### src/shared/fpq_pkg.sv
// constants shared by the egress priority queue scheduler
package fpq_pkg;
  // register byte offsets
  localparam logic [7:0] CTRL_OFS = 8'h00;
  localparam logic [7:0] MAP_OFS  = 8'h04;
  localparam logic [7:0] STAT_OFS = 8'h08;
  // control register field positions
  localparam int CTRL_FAIR_BIT  = 0;
  localparam int CTRL_TAG_BIT   = 1;
  localparam int CTRL_IP_BIT    = 2;
  localparam int CTRL_IPWIN_BIT = 3;
  localparam int CTRL_DEFQ_LSB  = 4;
  localparam int CTRL_TYPE_LSB  = 6;
  localparam int CTRL_WIDTH     = 8;
  // status register field positions
  localparam int STAT_LVL_LSB = 0;
  localparam int STAT_CUR_LSB = 12;
  // reset values: strict, both honours off, tag wins, default normal, transparent
  localparam logic [7:0]  CTRL_RST = 8'h10;
  // tag priority map, two bits per priority: 1,2->bg 0,3->nrm 4,5->exp 6,7->urg
  localparam logic [15:0] MAP_RST  = 16'hFA41;
  // queue codes
  localparam logic [1:0] Q_BACKGROUND = 2'd0;
  localparam logic [1:0] Q_NORMAL     = 2'd1;
  localparam logic [1:0] Q_EXPEDITED  = 2'd2;
  localparam logic [1:0] Q_URGENT     = 2'd3;
  // port types
  localparam logic [1:0] PT_TRANSPARENT = 2'd0;
  localparam logic [1:0] PT_EDGE        = 2'd1;
  localparam logic [1:0] PT_NETWORK     = 2'd2;
  localparam logic [1:0] PT_CORE        = 2'd3;
  // fair round weights per queue
  localparam logic [3:0] W_URGENT     = 4'd8;
  localparam logic [3:0] W_EXPEDITED  = 4'd4;
  localparam logic [3:0] W_NORMAL     = 4'd2;
  localparam logic [3:0] W_BACKGROUND = 4'd1;
  // queue geometry and descriptor layout
  localparam int NUM_Q    = 4;
  localparam int Q_DEPTH  = 4;
  localparam int LVL_W    = 3;
  localparam int ID_W     = 8;
  localparam int DESC_W   = 12;
  localparam int D_TAG_BIT = 11;
  localparam int D_PRI_LSB = 8;
endpackage

### src/verilog/fpq_scheduler.sv
// egress priority classifier, four-queue scheduler and tag rewriter for one port
//
// Functional notes
// - four outbound queues per port; each frame sits in exactly one
// - one strict/fair selection governs all four queues of the port
// - strict: serve highest non-empty queue first, lower only when higher empty
// - fair: round sends up to 8 urgent, 4 expedited, 2 normal, 1 background
// - tag honour enable: tagged frames use tag map; cleared ignores tags
// - IP honour, no tag override: queue is IP priority divided by 64
// - precedence picks tag or IP when both present and enabled
// - frames without usable priority go to the default queue
// - IP priority field is eight bits, 0 to 255, zero the default
// - tag priority is three bits, 0 to 7, each mapped to a queue
// - transparent port keeps the tag state the frame arrived with
// - edge port strips tags from every outgoing frame
// - network port tags untagged frames with priority queue times two
// - core port adds an outer tag to every frame
// - queues ordered background, normal, expedited, urgent; map fully configurable
// - reset map: 1,2 bg; 0,3 normal; 4,5 expedited; 6,7 urgent
`timescale 1ns/1ps
module fpq_scheduler (
  input  wire logic        clk,
  input  wire logic        rstN,
  // register port
  input  wire logic [7:0]  regAddr,
  input  wire logic [31:0] regWdata,
  input  wire logic        regWr,
  input  wire logic        regRd,
  output logic      [31:0] regRdata,
  // ingress frame descriptors from the switch fabric
  input  wire logic        inValid,
  output logic             inReady,
  input  wire logic [7:0]  inId,
  input  wire logic        inTagged,
  input  wire logic [2:0]  inTagPri,
  input  wire logic        inHasIp,
  input  wire logic [7:0]  inIpPri,
  // egress frame descriptors toward the link
  output logic             outValid,
  input  wire logic        outReady,
  output logic      [7:0]  outId,
  output logic      [1:0]  outQueue,
  output logic      [1:0]  outTagCount,
  output logic      [2:0]  outOuterPri,
  output logic      [2:0]  outInnerPri
);

  ////////////////////////////////////////////////////////////////////////////
  // registers
  logic [fpq_pkg::CTRL_WIDTH-1:0] ctrl_r;
  logic [15:0]                    map_r;
  logic [31:0]                    rdata_r;

  wire        fairMode  = ctrl_r[fpq_pkg::CTRL_FAIR_BIT];
  wire        honor_tag_priority_enable = ctrl_r[fpq_pkg::CTRL_TAG_BIT];
  wire        honor_ip_priority_enable  = ctrl_r[fpq_pkg::CTRL_IP_BIT];
  wire        ipWins    = ctrl_r[fpq_pkg::CTRL_IPWIN_BIT];
  wire [1:0]  defQueue  = ctrl_r[fpq_pkg::CTRL_DEFQ_LSB +: 2];
  wire [1:0]  portType  = ctrl_r[fpq_pkg::CTRL_TYPE_LSB +: 2];

  // address decode
  wire selCtrl = (regAddr == fpq_pkg::CTRL_OFS);
  wire selMap  = (regAddr == fpq_pkg::MAP_OFS);
  wire selStat = (regAddr == fpq_pkg::STAT_OFS);

  logic [fpq_pkg::LVL_W-1:0] lvl [fpq_pkg::NUM_Q];
  logic [1:0]                curQ_r;
  wire  [31:0] statWord = {18'h0_0000, curQ_r, lvl[3], lvl[2], lvl[1], lvl[0]};

  // read mux; unmapped offsets read as zero
  wire [31:0] rdMux = selCtrl ? {24'h00_0000, ctrl_r} :
                      selMap  ? {16'h0000, map_r} :
                      selStat ? statWord : 32'h0000_0000;

  // one control word serves this port's four queues, so the policy is per port
  // per-port mode register
  always_ff @(posedge clk or negedge rstN) begin
    if (!rstN) begin
      ctrl_r <= fpq_pkg::CTRL_RST;
      map_r  <= fpq_pkg::MAP_RST;
    end else if (regWr && selCtrl) begin
      ctrl_r <= regWdata[fpq_pkg::CTRL_WIDTH-1:0];
    end else if (regWr && selMap) begin
      map_r  <= regWdata[15:0];
    end
  end

  // read data stands only in the cycle after the strobe
  always_ff @(posedge clk or negedge rstN) begin
    if (!rstN) begin
      rdata_r <= 32'h0000_0000;
    end else begin
      rdata_r <= regRd ? rdMux : 32'h0000_0000;
    end
  end
  assign regRdata = rdata_r;

  ////////////////////////////////////////////////////////////////////////////
  // classification
  // tags only count when honoured
  wire tagUse = honor_tag_priority_enable && inTagged;
  wire ipUse  = honor_ip_priority_enable && inHasIp;
  // each priority has its own map field
  wire [1:0] mapQ = map_r[{inTagPri, 1'b0} +: 2];
  // divide by 64 keeps the top two bits
  // full eight-bit field, zero lands in background
  wire [1:0] ipQ  = inIpPri[7:6];
  wire [1:0] classQ = (tagUse && ipUse) ? (ipWins ? ipQ : mapQ) :
                      tagUse ? mapQ :
                      ipUse  ? ipQ  : defQueue;

  logic inReady_r;
  wire  accept = inValid && inReady_r;
  wire [fpq_pkg::DESC_W-1:0] inDesc = {inTagged, inTagPri, inId};

  // ready is registered, so it looks one frame ahead: a queue at depth-1
  // can still take the one frame that may arrive before ready drops
  always_ff @(posedge clk or negedge rstN) begin
    if (!rstN) begin
      inReady_r <= 1'b0;
    end else begin
      inReady_r <= (lvl[0] < 3'd3) && (lvl[1] < 3'd3) && (lvl[2] < 3'd3) && (lvl[3] < 3'd3);
    end
  end
  assign inReady = inReady_r;

  ////////////////////////////////////////////////////////////////////////////
  // queues
  logic [fpq_pkg::NUM_Q-1:0]  qEmpty;
  logic [fpq_pkg::NUM_Q-1:0]  qPush;
  logic [fpq_pkg::NUM_Q-1:0]  qPop;
  logic [fpq_pkg::DESC_W-1:0] qHead [fpq_pkg::NUM_Q];

  // four queues, one push target each
  genvar gq;
  generate
    for (gq = 0; gq < fpq_pkg::NUM_Q; gq++) begin : gQueue
      assign qPush[gq] = accept && (classQ == 2'(gq));
      fpq_queue #(
        .W     (fpq_pkg::DESC_W),
        .DEPTH (fpq_pkg::Q_DEPTH),
        .LW    (fpq_pkg::LVL_W)
      ) uQueue (
        .clk      (clk),
        .rstN     (rstN),
        .push     (qPush[gq]),
        .pushData (inDesc),
        .pop      (qPop[gq]),
        .popData  (qHead[gq]),
        .empty    (qEmpty[gq]),
        .level    (lvl[gq])
      );
    end
  endgenerate

  ////////////////////////////////////////////////////////////////////////////
  // scheduler
  logic [3:0] sent_r;
  logic [1:0] sel;
  logic       selValid;
  logic       selNewRun;
  logic [3:0] curWeight;

  always_comb begin
    case (curQ_r)
      fpq_pkg::Q_URGENT:    curWeight = fpq_pkg::W_URGENT;
      fpq_pkg::Q_EXPEDITED: curWeight = fpq_pkg::W_EXPEDITED;
      fpq_pkg::Q_NORMAL:    curWeight = fpq_pkg::W_NORMAL;
      default:              curWeight = fpq_pkg::W_BACKGROUND;
    endcase
  end

  // fair search walks downward from the current queue and wraps to urgent,
  // which opens a new round; step four revisits the current queue afresh so
  // a lone busy queue never stalls the link
  // strict picks highest non-empty
  // skip empty or spent queues combinationally
  always_comb begin
    logic [1:0] q;
    logic       hit;
    q         = 2'd0;
    hit       = 1'b0;
    sel       = fpq_pkg::Q_BACKGROUND;
    selValid  = 1'b0;
    selNewRun = 1'b0;
    if (!fairMode) begin
      for (int k = 3; k >= 0; k--) begin
        if (!selValid && !qEmpty[k]) begin
          sel      = 2'(k);
          selValid = 1'b1;
        end
      end
    end else begin
      for (int k = 0; k <= 4; k++) begin
        q   = curQ_r - 2'(k);
        hit = !qEmpty[q] && ((k != 0) || (sent_r < curWeight));
        if (!selValid && hit) begin
          sel       = q;
          selValid  = 1'b1;
          selNewRun = (k != 0);
        end
      end
    end
  end

  logic outValid_r;
  wire  slotFree = !outValid_r || outReady;
  wire  doPop    = slotFree && selValid;

  generate
    for (gq = 0; gq < fpq_pkg::NUM_Q; gq++) begin : gPop
      assign qPop[gq] = doPop && (sel == 2'(gq));
    end
  endgenerate

  // round bookkeeping: frames sent from the queue now being served
  // count frames against the weight
  always_ff @(posedge clk or negedge rstN) begin
    if (!rstN) begin
      curQ_r <= fpq_pkg::Q_URGENT;
      sent_r <= 4'h0;
    end else if (doPop) begin
      curQ_r <= sel;
      sent_r <= selNewRun ? 4'h1 : sent_r + 4'h1;
    end
  end

  ////////////////////////////////////////////////////////////////////////////
  // egress tag rewrite
  wire [fpq_pkg::DESC_W-1:0] head = qHead[sel];
  wire       hTagged = head[fpq_pkg::D_TAG_BIT];
  wire [2:0] hPri    = head[fpq_pkg::D_PRI_LSB +: 3];
  wire [2:0] qPri    = {sel, 1'b0};
  logic [1:0] tagCnt;
  logic [2:0] outerPri;
  logic [2:0] innerPri;

  // network tags untagged with queue times two
  // core always adds an outer tag
  always_comb begin
    tagCnt   = {1'b0, hTagged};
    outerPri = hTagged ? hPri : 3'd0;
    innerPri = 3'd0;
    case (portType)
      fpq_pkg::PT_EDGE: begin
        tagCnt   = 2'd0;
        outerPri = 3'd0;
      end
      fpq_pkg::PT_NETWORK: begin
        if (!hTagged) begin
          tagCnt   = 2'd1;
          outerPri = qPri;
        end
      end
      fpq_pkg::PT_CORE: begin
        tagCnt   = hTagged ? 2'd2 : 2'd1;
        outerPri = qPri;
        innerPri = hTagged ? hPri : 3'd0;
      end
      default: begin
      end
    endcase
  end

  logic [7:0] outId_r;
  logic [1:0] outQueue_r;
  logic [1:0] outTagCount_r;
  logic [2:0] outOuterPri_r;
  logic [2:0] outInnerPri_r;

  // output slot: loads on pop, clears when taken with nothing behind it
  always_ff @(posedge clk or negedge rstN) begin
    if (!rstN) begin
      outValid_r    <= 1'b0;
      outId_r       <= 8'h00;
      outQueue_r    <= 2'd0;
      outTagCount_r <= 2'd0;
      outOuterPri_r <= 3'd0;
      outInnerPri_r <= 3'd0;
    end else if (doPop) begin
      outValid_r    <= 1'b1;
      outId_r       <= head[fpq_pkg::ID_W-1:0];
      outQueue_r    <= sel;
      outTagCount_r <= tagCnt;
      outOuterPri_r <= outerPri;
      outInnerPri_r <= innerPri;
    end else if (outReady) begin
      outValid_r    <= 1'b0;
    end
  end

  assign outValid    = outValid_r;
  assign outId       = outId_r;
  assign outQueue    = outQueue_r;
  assign outTagCount = outTagCount_r;
  assign outOuterPri = outOuterPri_r;
  assign outInnerPri = outInnerPri_r;

  ////////////////////////////////////////////////////////////////////////////
  // checks
  AST_ONE_QUEUE: assert property (@(posedge clk) disable iff (!rstN)
    accept |-> $onehot(qPush)) else $error("frame not in exactly one queue");

  AST_STRICT_ORDER: assert property (@(posedge clk) disable iff (!rstN)
    (doPop && !fairMode) |-> (((~qEmpty) >> (sel + 3'd1)) == 4'h0))
    else $error("strict pop while a higher queue holds frames");

  AST_FAIR_WEIGHT: assert property (@(posedge clk) disable iff (!rstN)
    (doPop && fairMode && !selNewRun) |-> (sel == curQ_r) && (sent_r < curWeight))
    else $error("fair queue exceeded its round allowance");

  AST_IP_CLASS: assert property (@(posedge clk) disable iff (!rstN)
    (accept && ipUse && !tagUse) |-> qPush[inIpPri[7:6]])
    else $error("ip frame not queued by priority over 64");

  AST_DEFAULT_Q: assert property (@(posedge clk) disable iff (!rstN)
    (accept && !ipUse && !tagUse) |-> qPush[defQueue])
    else $error("frame without usable priority missed default queue");

  AST_EDGE_STRIP: assert property (@(posedge clk) disable iff (!rstN)
    (doPop && portType == fpq_pkg::PT_EDGE) |=> outValid && outTagCount == 2'd0)
    else $error("edge port sent a tagged frame");

  AST_NET_ADD: assert property (@(posedge clk) disable iff (!rstN)
    (doPop && portType == fpq_pkg::PT_NETWORK && !hTagged)
    |=> outTagCount == 2'd1 && outOuterPri == {$past(sel), 1'b0})
    else $error("network port tag priority not queue times two");

  AST_CORE_DOUBLE: assert property (@(posedge clk) disable iff (!rstN)
    (doPop && portType == fpq_pkg::PT_CORE && hTagged) |=> outTagCount == 2'd2)
    else $error("core port did not double tag");

  AST_FAIR_NO_IDLE: assert property (@(posedge clk) disable iff (!rstN)
    (fairMode && slotFree && qEmpty != 4'hF) |-> doPop)
    else $error("fair scheduler idled with frames waiting");
endmodule

### src/verilog/fpq_queue.sv
// one outbound frame descriptor queue
`timescale 1ns/1ps
module fpq_queue #(
  parameter int W     = 12,
  parameter int DEPTH = 4,
  parameter int LW    = 3
) (
  input  wire logic          clk,
  input  wire logic          rstN,
  input  wire logic          push,
  input  wire logic [W-1:0]  pushData,
  input  wire logic          pop,
  output logic      [W-1:0]  popData,
  output logic               empty,
  output logic      [LW-1:0] level
);
  logic [W-1:0]    mem [DEPTH];
  logic [LW-2:0]   wrPtr_r;
  logic [LW-2:0]   rdPtr_r;
  logic [LW-1:0]   level_r;

  assign popData = mem[rdPtr_r];
  assign empty   = (level_r == '0);
  assign level   = level_r;

  // storage has no reset; only valid slots are ever read
  always_ff @(posedge clk) begin
    if (push) begin
      mem[wrPtr_r] <= pushData;
    end
  end

  // pointers and fill level; caller never pushes when full nor pops when empty
  always_ff @(posedge clk or negedge rstN) begin
    if (!rstN) begin
      wrPtr_r <= '0;
      rdPtr_r <= '0;
      level_r <= '0;
    end else begin
      wrPtr_r <= wrPtr_r + (LW-1)'(push);
      rdPtr_r <= rdPtr_r + (LW-1)'(pop);
      level_r <= level_r + LW'(push) - LW'(pop);
    end
  end
endmodule

### config.mk
export PLATFORM = sky130hd
export DESIGN_NAME = fpq_scheduler
export DESIGN_NICKNAME = d
export VERILOG_FILES = /design/src/shared/fpq_pkg.sv /design/src/verilog/fpq_scheduler.sv /design/src/verilog/fpq_queue.sv
export SDC_FILE = /design/constraint.sdc
export NUM_CORES = 1
export LEC_CHECK = 0
export ABC_AREA = 1
export BUFFER_PORTS_ARGS = -buffer_cell sky130_fd_sc_hd__buf_4
export CAP_MARGIN = 20
export CELL_PAD_IN_SITES_DETAIL_PLACEMENT = 1
export CELL_PAD_IN_SITES_GLOBAL_PLACEMENT = 1
export CORE_UTILIZATION = 30
export DETAILED_ROUTE_END_ITERATION = 7
export GPL_ROUTABILITY_DRIVEN = 0
export PLACE_DENSITY = 0.57
export SYNTH_ARGS = -nofsm -noshare
export SYNTH_HDL_FRONTEND = slang
export SYNTH_SLANG_ARGS = --single-unit
### constraint.sdc
create_clock -name clk -period 4 [get_ports clk]
set_input_delay 0.6 -clock clk [delete_from_list [all_inputs] [get_ports clk]]
set_output_delay 0.6 -clock clk [all_outputs]
set_load 0.02 [all_outputs]
==> flow_summary.json, run 1 <==
{
  "cts_tree": "built",
  "synth_enable_flop_cells": 192,
  "worstSetupStartpointType": "register",
  "fill_cells": 4435,
  "path_class": "register to register",
  "p_int_mw": 5.890,
  "fin_nets": 1298,
  "layout_common_cells": "edfxtp_1 (192), nand2_1 (164), o21ai_0 (121)",
  "crit_fanout": 7,
  "port-buffer-count": 80,
  "synth-main-ff-cell": "edfxtp_1",
  "diodes": 0,
  "max_slew_margin": 0.4240,
  "p_sw_mw": 3.187,
  "drt_first_pass_iters": 4,
  "synth.avg_cell_area_sq_um": 11.35,
  "grt_pass1_wl_mm": 51.61,
  "leakage_nw": 5.767,
  "hold_viol_final": 0,
  "dieWidth_um": 205.4,
  "antenna_found_initial": 0,
  "viasPerCell": 4.773,
  "wirelength_mm": 33.19,
  "fp.dieH_um": 205.4,
  "synth_area_leaders": "edfxtp_1 (46%), dfrtp_1 (17%), nand2_1 (5.0%)",
  "synth_top_cell_by_area": "edfxtp_1",
  "grt_setup_unrepaired": "false",
  "ys_ff_latch": 286,
  "cts.sinks": 286,
  "arrival_ns": 4.10,
  "wl_met3_um": 975,
  "track_usage": 0.1608,
  "ys_types": 53,
  "hpwl_mm": 22.91,
  "core_sq_um": 40830,
  "setup_viol": 0,
  "clockRootBuffer": "clkbuf_16",
  "ios": 119,
  "ir_drop_uv": 251.3,
  "ys_seq_area_frac": 0.6549,
  "grt_pass1_vias": 8870,
  "cp_cell_sequence": "inv_1 > buf_4 > ha_1 > inv_2 > nand2_1 > nand2_1 > nand2_1 > nor2_2 > nand3_1 > nand2_1 > nand2_1 > nand2_1 > nand2_1 > nand2_2 > nand2_2 > nor2_2 > xor2_1 > ha_1 > inv_1 > fa_1 > xnor2_1",
  "period_minus_slack_ns": 3.631,
  "ctsLongestPathBuffers": 3,
  "setup_tns_ns": 0,
  "synth_top_area_frac": 0.4644,
  "seqCellArea_sq_um": 8132,
  "fmax_mhz": 275.4,
  "dieArea_sq_um": 42200,
  "fin_util": 0.3602,
  "fin_worst_skew_ns": 0.01217,
  "final_common_cell": "edfxtp_1",
  "synthCells": 1094,
  "critical_path_required_ns": 4.47,
  "period_share": 0.9078,
  "cts_hold_buf": 0,
  "pre_cts_ws_ns": 0.2527,
  "final_layout_size_suffix_gt1_frac": 0.1761,
  "drt_iter0_markers": 488,
  "wl_per_cell_um": 18.81,
  "wl_met1_mm": 15.42,
  "multiInputGateArea_sq_um": 3780,
  "setup_ws_ns": 0.3688,
  "clk_latency_ns": 0.58,
  "clkPwrFrac": 0.297,
  "path_common_cell": "nand2_1",
  "status": "finished clean",
  "cpMaxStageDelayCell": "dfstp_2",
  "initial_utilization": 0.3041,
  "rows": 74,
  "htreeDepth": 1,
  "endpoint_kind": "register",
  "finalPower_mw": 9.077,
  "tightest_slew_ns": 0.8619,
  "synthToLayoutAreaGrowth_pct": 18.45,
  "hp-class": "input port to asynchronous set/reset pin",
  "dr_wl_met2_mm": 16.10,
  "power_density_nw_per_um2": 617.2,
  "grt-ovfl-total": 0,
  "dr_total_vias": 8420,
  "p_comb_frac": 0.297,
  "synthArstFlopShare": 0.3287,
  "cts_buffers": 31,
  "grt_max_degree": 48,
  "drv_cap": 0,
  "pwr-share-seq": 0.406,
  "synth_area_sq_um": 12420,
  "drc": 0,
  "switching_share": 0.3511,
  "ys.warnings.count": 0,
  "antenna_left": 0,
  "clk_pin_slew_ns": 0.06,
  "slowest_delay_ns": 0.63,
  "highest_layer": "met4",
  "slew_violations": 0
}
[logic make-up after synthesis]
| family | Yosys count | share of synthesized area |
|---|---|---|
| and+or+nand+nor | 368 | 0.1288 |
| buffers and inverters | 131 | 0.04686 |
| other | 1 | 0.0003020 |
| adders and majority gates | 24 | 0.02661 |
| AOI/OAI and AO/OA | 256 | 0.1209 |
| xor gates and xnor gates | 19 | 0.01340 |
| DFF | 286 | 0.6549 |
| muxes | 9 | 0.008163 |
[Yosys cell counts (all sizes together) (11+ instances only)]
master	number
edfxtp	192
nand2	175
o21ai	125
nor2	120
dfrtp	83
inv	76
a21oi	54
nand3	41
clkbuf	31
o22ai	28
buf	23
ha	20
nor3	20
xor2	15
dfstp	11
[power groups by stage]
stage / Combinational, mW / Sequential [mW] / Clock [mW]
after floorplan: 1.82 / 3.70 / 0
after global placement: 2.67 / 3.74 / 0
after detailed placement: 2.73 / 3.75 / 0
after CTS: 2.75 / 3.69 / 2.80
after global routing: 3.06 / 3.72 / 2.89
final: 2.70 / 3.68 / 2.70
[what timing repair did]
item,4_1_cts,5_1_grt
hold endpoints to repair,0,0
endpoints found under the setup margin,0,5
gates resized for setup,0,3
buffers inserted,0,0
[critical path, delay by kind of cell, from the launching register on]
family | cells | cell delay, ns
and+or+nand+nor | 12 | 1.25
buffers and inverters | 4 | 0.43
DFF | 1 | 0.63
adders and majority gates | 3 | 0.91
xor gates and xnor gates | 2 | 0.31
[final timing paths]
check	from	to	slack, ns	cells past startpoint
hold / removal	rstN	outValid	0.04	1
hold reg to reg	outOuterPri[0]	outOuterPri[0]	0.48	2
max in group asynchronous	rstN	map_r[6]	3.08	2
setup reg to reg	curQ_r[1]	gQueue[0].uQueue.level[2]	0.37	21
setup / recovery	curQ_r[1]	gQueue[0].uQueue.level[2]	0.37	21
min in group clk	regWdata[11]	map_r[11]	0.26	2
[stage by stage]
step | instance area, sq um | cells | hold slack [ns]
6_report | 14710 | 1764 | 0.03862
5_1_grt | 14710 | 1764 | 0.06811
4_1_cts | 14700 | 1764 | 0.03036
3_5_place_dp | 13750 | 1706 | 0.4660
3_3_place_gp | 13750 | 1706 | 0.4684
2_1_floorplan | 12470 | 1109 | 0.3044
[layout make-up]
class / count / share of cell area
inverters: 77 / 0.01965
repair buffers: 119 / 0.06075
clock buffers: 50 / 0.05896
clock inverters: 8 / 0.005445
flip-flops and latches: 286 / 0.5529
well taps: 532 / 0.04526
multi-input cells: 692 / 0.2570
[sequential cells by signal, summed over array words and instances, names as in the netlist]
register	cells
regRdata	16
map_r	16
gQueue.uQueue.mem	192
inReady	1
outQueue	2
gQueue.uQueue.rdPtr_r	8
gQueue.uQueue.level	12
outId	8
outValid	1
outTagCount	2
gQueue.uQueue.wrPtr_r	8
curQ_r	2
outOuterPri	3
outInnerPri	3
ctrl_r	8
sent_r	4
[layer usage]
metal | track usage | up-vias
met4 | 0.04392 | 0
met3 | 0.02106 | 43
met5 | 0 | -
li1 | - | 4068
met2 | 0.2727 | 97
met1 | 0.2151 | 4212
Note: power is estimated with default switching activity, not from simulation.
==> run 2: changes to the inputs <==
- clock period: 4 -> 3.6 ns (I/O delays scaled with it)
==> flow_summary.json, run 2 (synthesis gave the netlist of run 1 again) <==
{
  "cts_buffers": 34,
  "drc": 0,
  "slew_violations": 0,
  "p_sw_mw": 3.667,
  "ctsLongestPathBuffers": 3,
  "place_area_sq_um": 13860,
  "drt_first_pass_iters": 4,
  "rows": 74,
  "cpLargestDelayFamily": "adder cells",
  "crit_fanout": 8,
  "worstSetupStartpointType": "register",
  "hpwl_mm": 22.87,
  "diodes": 0,
  "arrival_ns": 3.78,
  "endpoint_kind": "register",
  "wirelength_mm": 33.43,
  "setup_tns_ns": 0,
  "fill_cells": 4467,
  "path_class": "register to register",
  "final_layout_size_suffix_gt1_frac": 0.2037,
  "fmax_mhz": 295.8,
  "p_int_mw": 6.906,
  "setup_ws_ns": 0.2189,
  "ios": 119,
  "drv_cap": 0,
  "antenna_left": 0,
  "cpMaxStageDelayCell": "dfstp_2",
  "clkPwrFrac": 0.318,
  "final_common_cell": "edfxtp_1",
  "max_slew_margin": 0.4045,
  "layout_common_cells": "edfxtp_1 (192), nand2_1 (162), buf_4 (132)",
  "final_area_sq_um": 15070,
  "clk_pin_slew_ns": 0.06,
  "ir_drop_uv": 290.4,
  "antenna_found_initial": 0,
  "cts_tree": "built",
  "port-buffer-count": 80,
  "dieWidth_um": 205.4,
  "fin_util": 0.3691,
  "viasPerCell": 4.809,
  "grt-ovfl-total": 0,
  "switching_share": 0.3468,
  "clockRootBuffer": "clkbuf_16",
  "track_usage": 0.1616,
  "fin_nets": 1317,
  "post-place-cells": 1717,
  "p_comb_frac": 0.294,
  "pwr-share-seq": 0.388,
  "period_minus_slack_ns": 3.381,
  "clk_latency_ns": 0.53,
  "drt_iter0_markers": 423,
  "dr_total_vias": 8579,
  "core_sq_um": 40830,
  "dieArea_sq_um": 42200,
  "final_cells": 1784,
  "tightest_slew_ns": 0.8851,
  "multiInputGateArea_sq_um": 3847,
  "setup_viol": 0,
  "status": "finished clean",
  "htreeDepth": 2,
  "fp.dieH_um": 205.4,
  "critical_path_required_ns": 4.00,
  "pre_cts_ws_ns": 0.005037,
  "slowest_delay_ns": 0.56,
  "largest-register": "gQueue.uQueue.mem",
  "leakage_nw": 5.945,
  "grt_pass1_vias": 8930,
  "seqCellArea_sq_um": 8132,
  "cp_cell_sequence": "inv_1 > ha_1 > inv_1 > ha_1 > nand2_1 > nand2_2 > a21oi_4 > nand2_4 > a21oi_2 > nand3_1 > nand2_1 > nand2_1 > nand2_2 > nand2_1 > nand2_2 > nand2_4 > nor2_4 > xor2_1 > ha_2 > inv_1 > fa_1 > inv_1",
  "largest_reg_flops": 192,
  "fin_worst_skew_ns": 0.02289,
  "wl_per_cell_um": 18.74,
  "power_density_nw_per_um2": 701.6,
  "hp-class": "input port to register",
  "hold_viol_final": 0,
  "synthToLayoutAreaGrowth_pct": 21.38,
  "grt_pass1_wl_mm": 51.77,
  "initial_utilization": 0.3041,
  "grt_max_degree": 59,
  "period_share": 0.9392,
  "path_buf_inv": 4,
  "cts.sinks": 286
}
==> run 2: power by group through the flow <==
stage          logic (mW)  clock network [mW]  registers, mW
2_1_floorplan        2.03                   0           4.12
3_3_place_gp         2.99                   0           4.17
3_5_place_dp         3.08                   0           4.17
4_1_cts              3.10                3.47           4.11
5_1_grt              3.54                3.57           4.14
6_report             3.11                3.36           4.10
==> run 2: cell type report <==
class / instances / share of cell area
clock buffer: 44 / 0.06169
clock inverter: 18 / 0.01104
sequential: 286 / 0.5396
timing repair buffer: 135 / 0.06907
inverter: 77 / 0.01918
multi-input combinational: 692 / 0.2553
tap: 532 / 0.04417
==> run 2: path summary, 6_finish.rpt <==
path | endpoint | cells past startpoint | slack, ns | start
hold reg to reg | inReady | 1 | 0.47 | gQueue[3].uQueue.level[2]
max in group asynchronous | curQ_r[1] | 3 | 2.32 | rstN
setup / recovery | gQueue[0].uQueue.level[1] | 22 | 0.22 | curQ_r[1]
setup reg to reg | gQueue[0].uQueue.level[1] | 22 | 0.22 | curQ_r[1]
min in group asynchronous | outTagCount[1] | 2 | 0.53 | rstN
hold / removal | map_r[15] | 2 | 0.26 | regWdata[15]
==> run 2: layer usage <==
layer,vias up,track usage,share of wire
li1,4098,-,-
met1,4335,0.2127,0.45
met2,110,0.2803,0.50
met3,36,0.02233,0.030
met4,0,0.03783,0.016
met5,-,0,0
==> run 2: per-stage QoR <==
step                      hold slack [ns]  power (mW)
after floorplan                    0.2444       6.144
after global placement             0.4553       7.158
after global routing               0.2465       11.26
after CTS                          0.2387       10.67
final                              0.2632       10.57
after detailed placement           0.4574       7.248
==> run 2: repair_timing <==
action                                  CTS  global route
hold endpoints to repair                  5             0
resized for setup                         2            16
endpoints found under the setup margin    3             9
pin swaps                                 0             7
hold buffers                              1             0
buffers inserted                          0             4
==> run 3: changes to the inputs <==
- SYNTH_HIERARCHICAL: unset -> 1
==> flow_summary.json, run 3 <==
{
  "drv_cap": 0,
  "grt_pass1_wl_mm": 59.35,
  "grt_max_degree": 63,
  "seqCellArea_sq_um": 8133,
  "largest-register": "gQueue.uQueue/mem",
  "ys_ff_latch": 286,
  "r2r-start": "curQ_r[0]",
  "initial_utilization": 0.3068,
  "cts_buffers": 35,
  "hp-class": "input port to asynchronous set/reset pin",
  "worstSetupStartpointType": "register",
  "final_layout_size_suffix_gt1_frac": 0.2016,
  "cts.sinks": 286,
  "period_share": 0.9485,
  "hold_viol_final": 1,
  "period_minus_slack_ns": 3.415,
  "max_slew_margin": 0.4202,
  "ir_drop_uv": 308.4,
  "cts_tree": "built",
  "synth_area_leaders": "edfxtp_1 (42%), dfrtp_1 (15%), nand2_1 (9.8%)",
  "r2r_setup_slack_ns": 0.19,
  "synth-main-ff-cell": "edfxtp_1",
  "antenna_found_initial": 1,
  "dr_total_vias": 9703,
  "leakage_nw": 7.627,
  "core_sq_um": 44610,
  "grt-ovfl-total": 0,
  "drt_first_pass_iters": 4,
  "switching_share": 0.3688,
  "clk_pin_slew_ns": 0.06,
  "cp-startpoint": "curQ_r[0]",
  "slew_violations": 0,
  "p_comb_frac": 0.320,
  "synth_top_area_frac": 0.4212,
  "fp.dieH_um": 215.6,
  "wl_per_cell_um": 17.85,
  "largest_reg_flops": 192,
  "pwr-share-seq": 0.373,
  "pre_cts_ws_ns": 0.05230,
  "synth.avg_cell_area_sq_um": 9.632,
  "ys.warnings.count": 6,
  "synthArstFlopShare": 0.3287,
  "ys_types": 50,
  "status": "finished with violations",
  "p_int_mw": 7.151,
  "setup_viol": 0,
  "arrival_ns": 3.87,
  "setup_tns_ns": 0,
  "fin_worst_skew_ns": 0.03422,
  "wirelength_mm": 38.72,
  "path_class": "register to register",
  "setup_ws_ns": 0.1854,
  "ctsLongestPathBuffers": 3,
  "synth_top_cell_by_area": "edfxtp_1",
  "synth_enable_flop_cells": 192,
  "p_sw_mw": 4.178,
  "clockRootBuffer": "clkbuf_16",
  "fill_cells": 5064,
  "multiInputGateArea_sq_um": 4114,
  "drt_iter0_markers": 418,
  "clk_latency_ns": 0.56,
  "viasPerCell": 4.473,
  "final_common_cell": "nand2_1",
  "rows": 77,
  "r2r-end": "gQueue[0].uQueue/level[1]",
  "dieArea_sq_um": 46480,
  "synth_area_sq_um": 13690,
  "synth_commonest_cells": "nand2_1 (358), inv_1 (296), edfxtp_1 (192)",
  "grt_pass1_vias": 10020,
  "ys_seq_area_frac": 0.5941,
  "reg2regPathDepth": 24,
  "cts_hold_buf": 0,
  "track_usage": 0.1696,
  "dieWidth_um": 215.6,
  "fmax_mhz": 292.9,
  "violations": "hold timing",
  "grt_setup_unrepaired": "true",
  "antenna_left": 0,
  "port-buffer-count": 80,
  "ios": 119,
  "critical_path_required_ns": 4.05,
  "diodes": 0,
  "worst_hold_slack_ns": -0.01099,
  "synthToLayoutAreaGrowth_pct": 19.58,
  "synthCells": 1421,
  "hpwl_mm": 26.73,
  "power_density_nw_per_um2": 692.2,
  "fin_nets": 1645,
  "yosysMostFrequentCell": "nand2_1",
  "finalPower_mw": 11.33,
  "tightest_slew_ns": 0.8676,
  "crit_fanout": 6,
  "htreeDepth": 2,
  "clkPwrFrac": 0.308,
  "drc": 0,
  "endpoint_kind": "register",
  "layout_common_cells": "nand2_1 (353), inv_1 (293), edfxtp_1 (192)"
}
-- run 3: changes by cell type in the layout (fill, tap and decap cells not counted), moves of 7 or more --
cell / previous run / this run
nor3_2: 3 / 13
nor3_1: 17 / 9
o21ai_0: 121 / 36
a21oi_1: 50 / 20
a32o_1: 8 / 0
nand3_1: 37 / 118
o22ai_1: 28 / 1
o311ai_1: 8 / 0
nand2_1: 162 / 353
nand2_2: 9 / 47
nor2_1: 115 / 52
o21ai_1: 4 / 11
inv_1: 69 / 293
-- run 3: layout make-up --
cell class	instances	share of cell area
Clock inverter	11	0.005734
Clock buffer	53	0.06422
Multi-Input combinational cell	784	0.2514
Inverter	308	0.07232
Timing Repair Buffer	135	0.06422
Sequential cell	286	0.4969
Tap cell	592	0.04526
-- run 3: worst max path at each step --
stage | to | slack (ns) | depth (start not counted)
after floorplan | gQueue[0].uQueue/level[2] | 0.18 | 28
after global placement | gQueue[0].uQueue/level[2] | 0.14 | 21
after detailed placement | gQueue[3].uQueue/level[2] | 0.05 | 20
after CTS | gQueue[0].uQueue/level[2] | 0.07 | 23
after global routing | gQueue[0].uQueue/level[1] | -0.03 | 24
final | gQueue[0].uQueue/level[1] | 0.19 | 24
-- run 3: cells by family (layout without fill, tap and decap cells) --
logic type,Yosys count,in the layout,synth area share
compound gates,103,103,0.04534
simple gates,621,621,0.2007
mux,8,8,0.006582
other cells,1,16,0.0002740
xor+xnor,8,8,0.005120
flops,286,286,0.5941
fa+ha+maj,28,28,0.02779
buf+inv,366,507,0.1201
-- run 3: worst max-delay path: stages (launching register included) --
cell	delay, ns
dfstp_2	0.58
ha_1	0.17
inv_2	0.04
ha_1	0.27
nand2_1	0.07
nand2_2	0.05
nand2_2	0.08
nand3_4	0.11
nand2_4	0.10
inv_2	0.05
nand3_2	0.07
nand3_2	0.09
nand2_2	0.08
nand2_2	0.06
nand2_2	0.06
nand2_2	0.07
nor2_4	0.12
inv_1	0.05
nor2_2	0.15
ha_1	0.25
inv_1	0.06
ha_2	0.17
inv_2	0.04
fa_2	0.51
inv_1	0.04
-- run 3: stage by stage --
step / cell area, sq um / hold slack [ns] / utilization / std cells
finish: 16370 / -0.01099 / 0.3669 / 2169
global route: 16370 / 0.009302 / 0.3669 / 2169
floorplan: 13740 / 0.2444 / - / 1436
detailed placement: 15080 / 0.4788 / 0.3381 / 2099
CTS: 16220 / 0.0006696 / 0.3637 / 2163
global placement: 15080 / 0.4695 / 0.3381 / 2099
-- run 3: metal layers --
| metal | global-route usage | vias to the layer above | share of wire |
|---|---|---|---|
| met5 | 0 | - | 0 |
| met4 | 0.05248 | 0 | 0.026 |
| met3 | 0.03030 | 49 | 0.041 |
| met2 | 0.2745 | 134 | 0.47 |
| met1 | 0.2300 | 4805 | 0.46 |
| li1 | - | 4715 | - |
-- run 3: power groups by stage --
stage	sequential [mW]	combinational (mW)	clock, mW
5_1_grt	4.28	4.08	3.72
2_1_floorplan	4.16	2.55	0
3_5_place_dp	4.28	3.50	0
6_report	4.22	3.62	3.49
4_1_cts	4.22	3.52	3.60
3_3_place_gp	4.27	3.41	0
-- run 3: repair_timing --
item | in CTS | in global routing
resized for setup | 0 | 29
buffers inserted | 0 | 6
endpoints found under the setup margin | 0 | 8
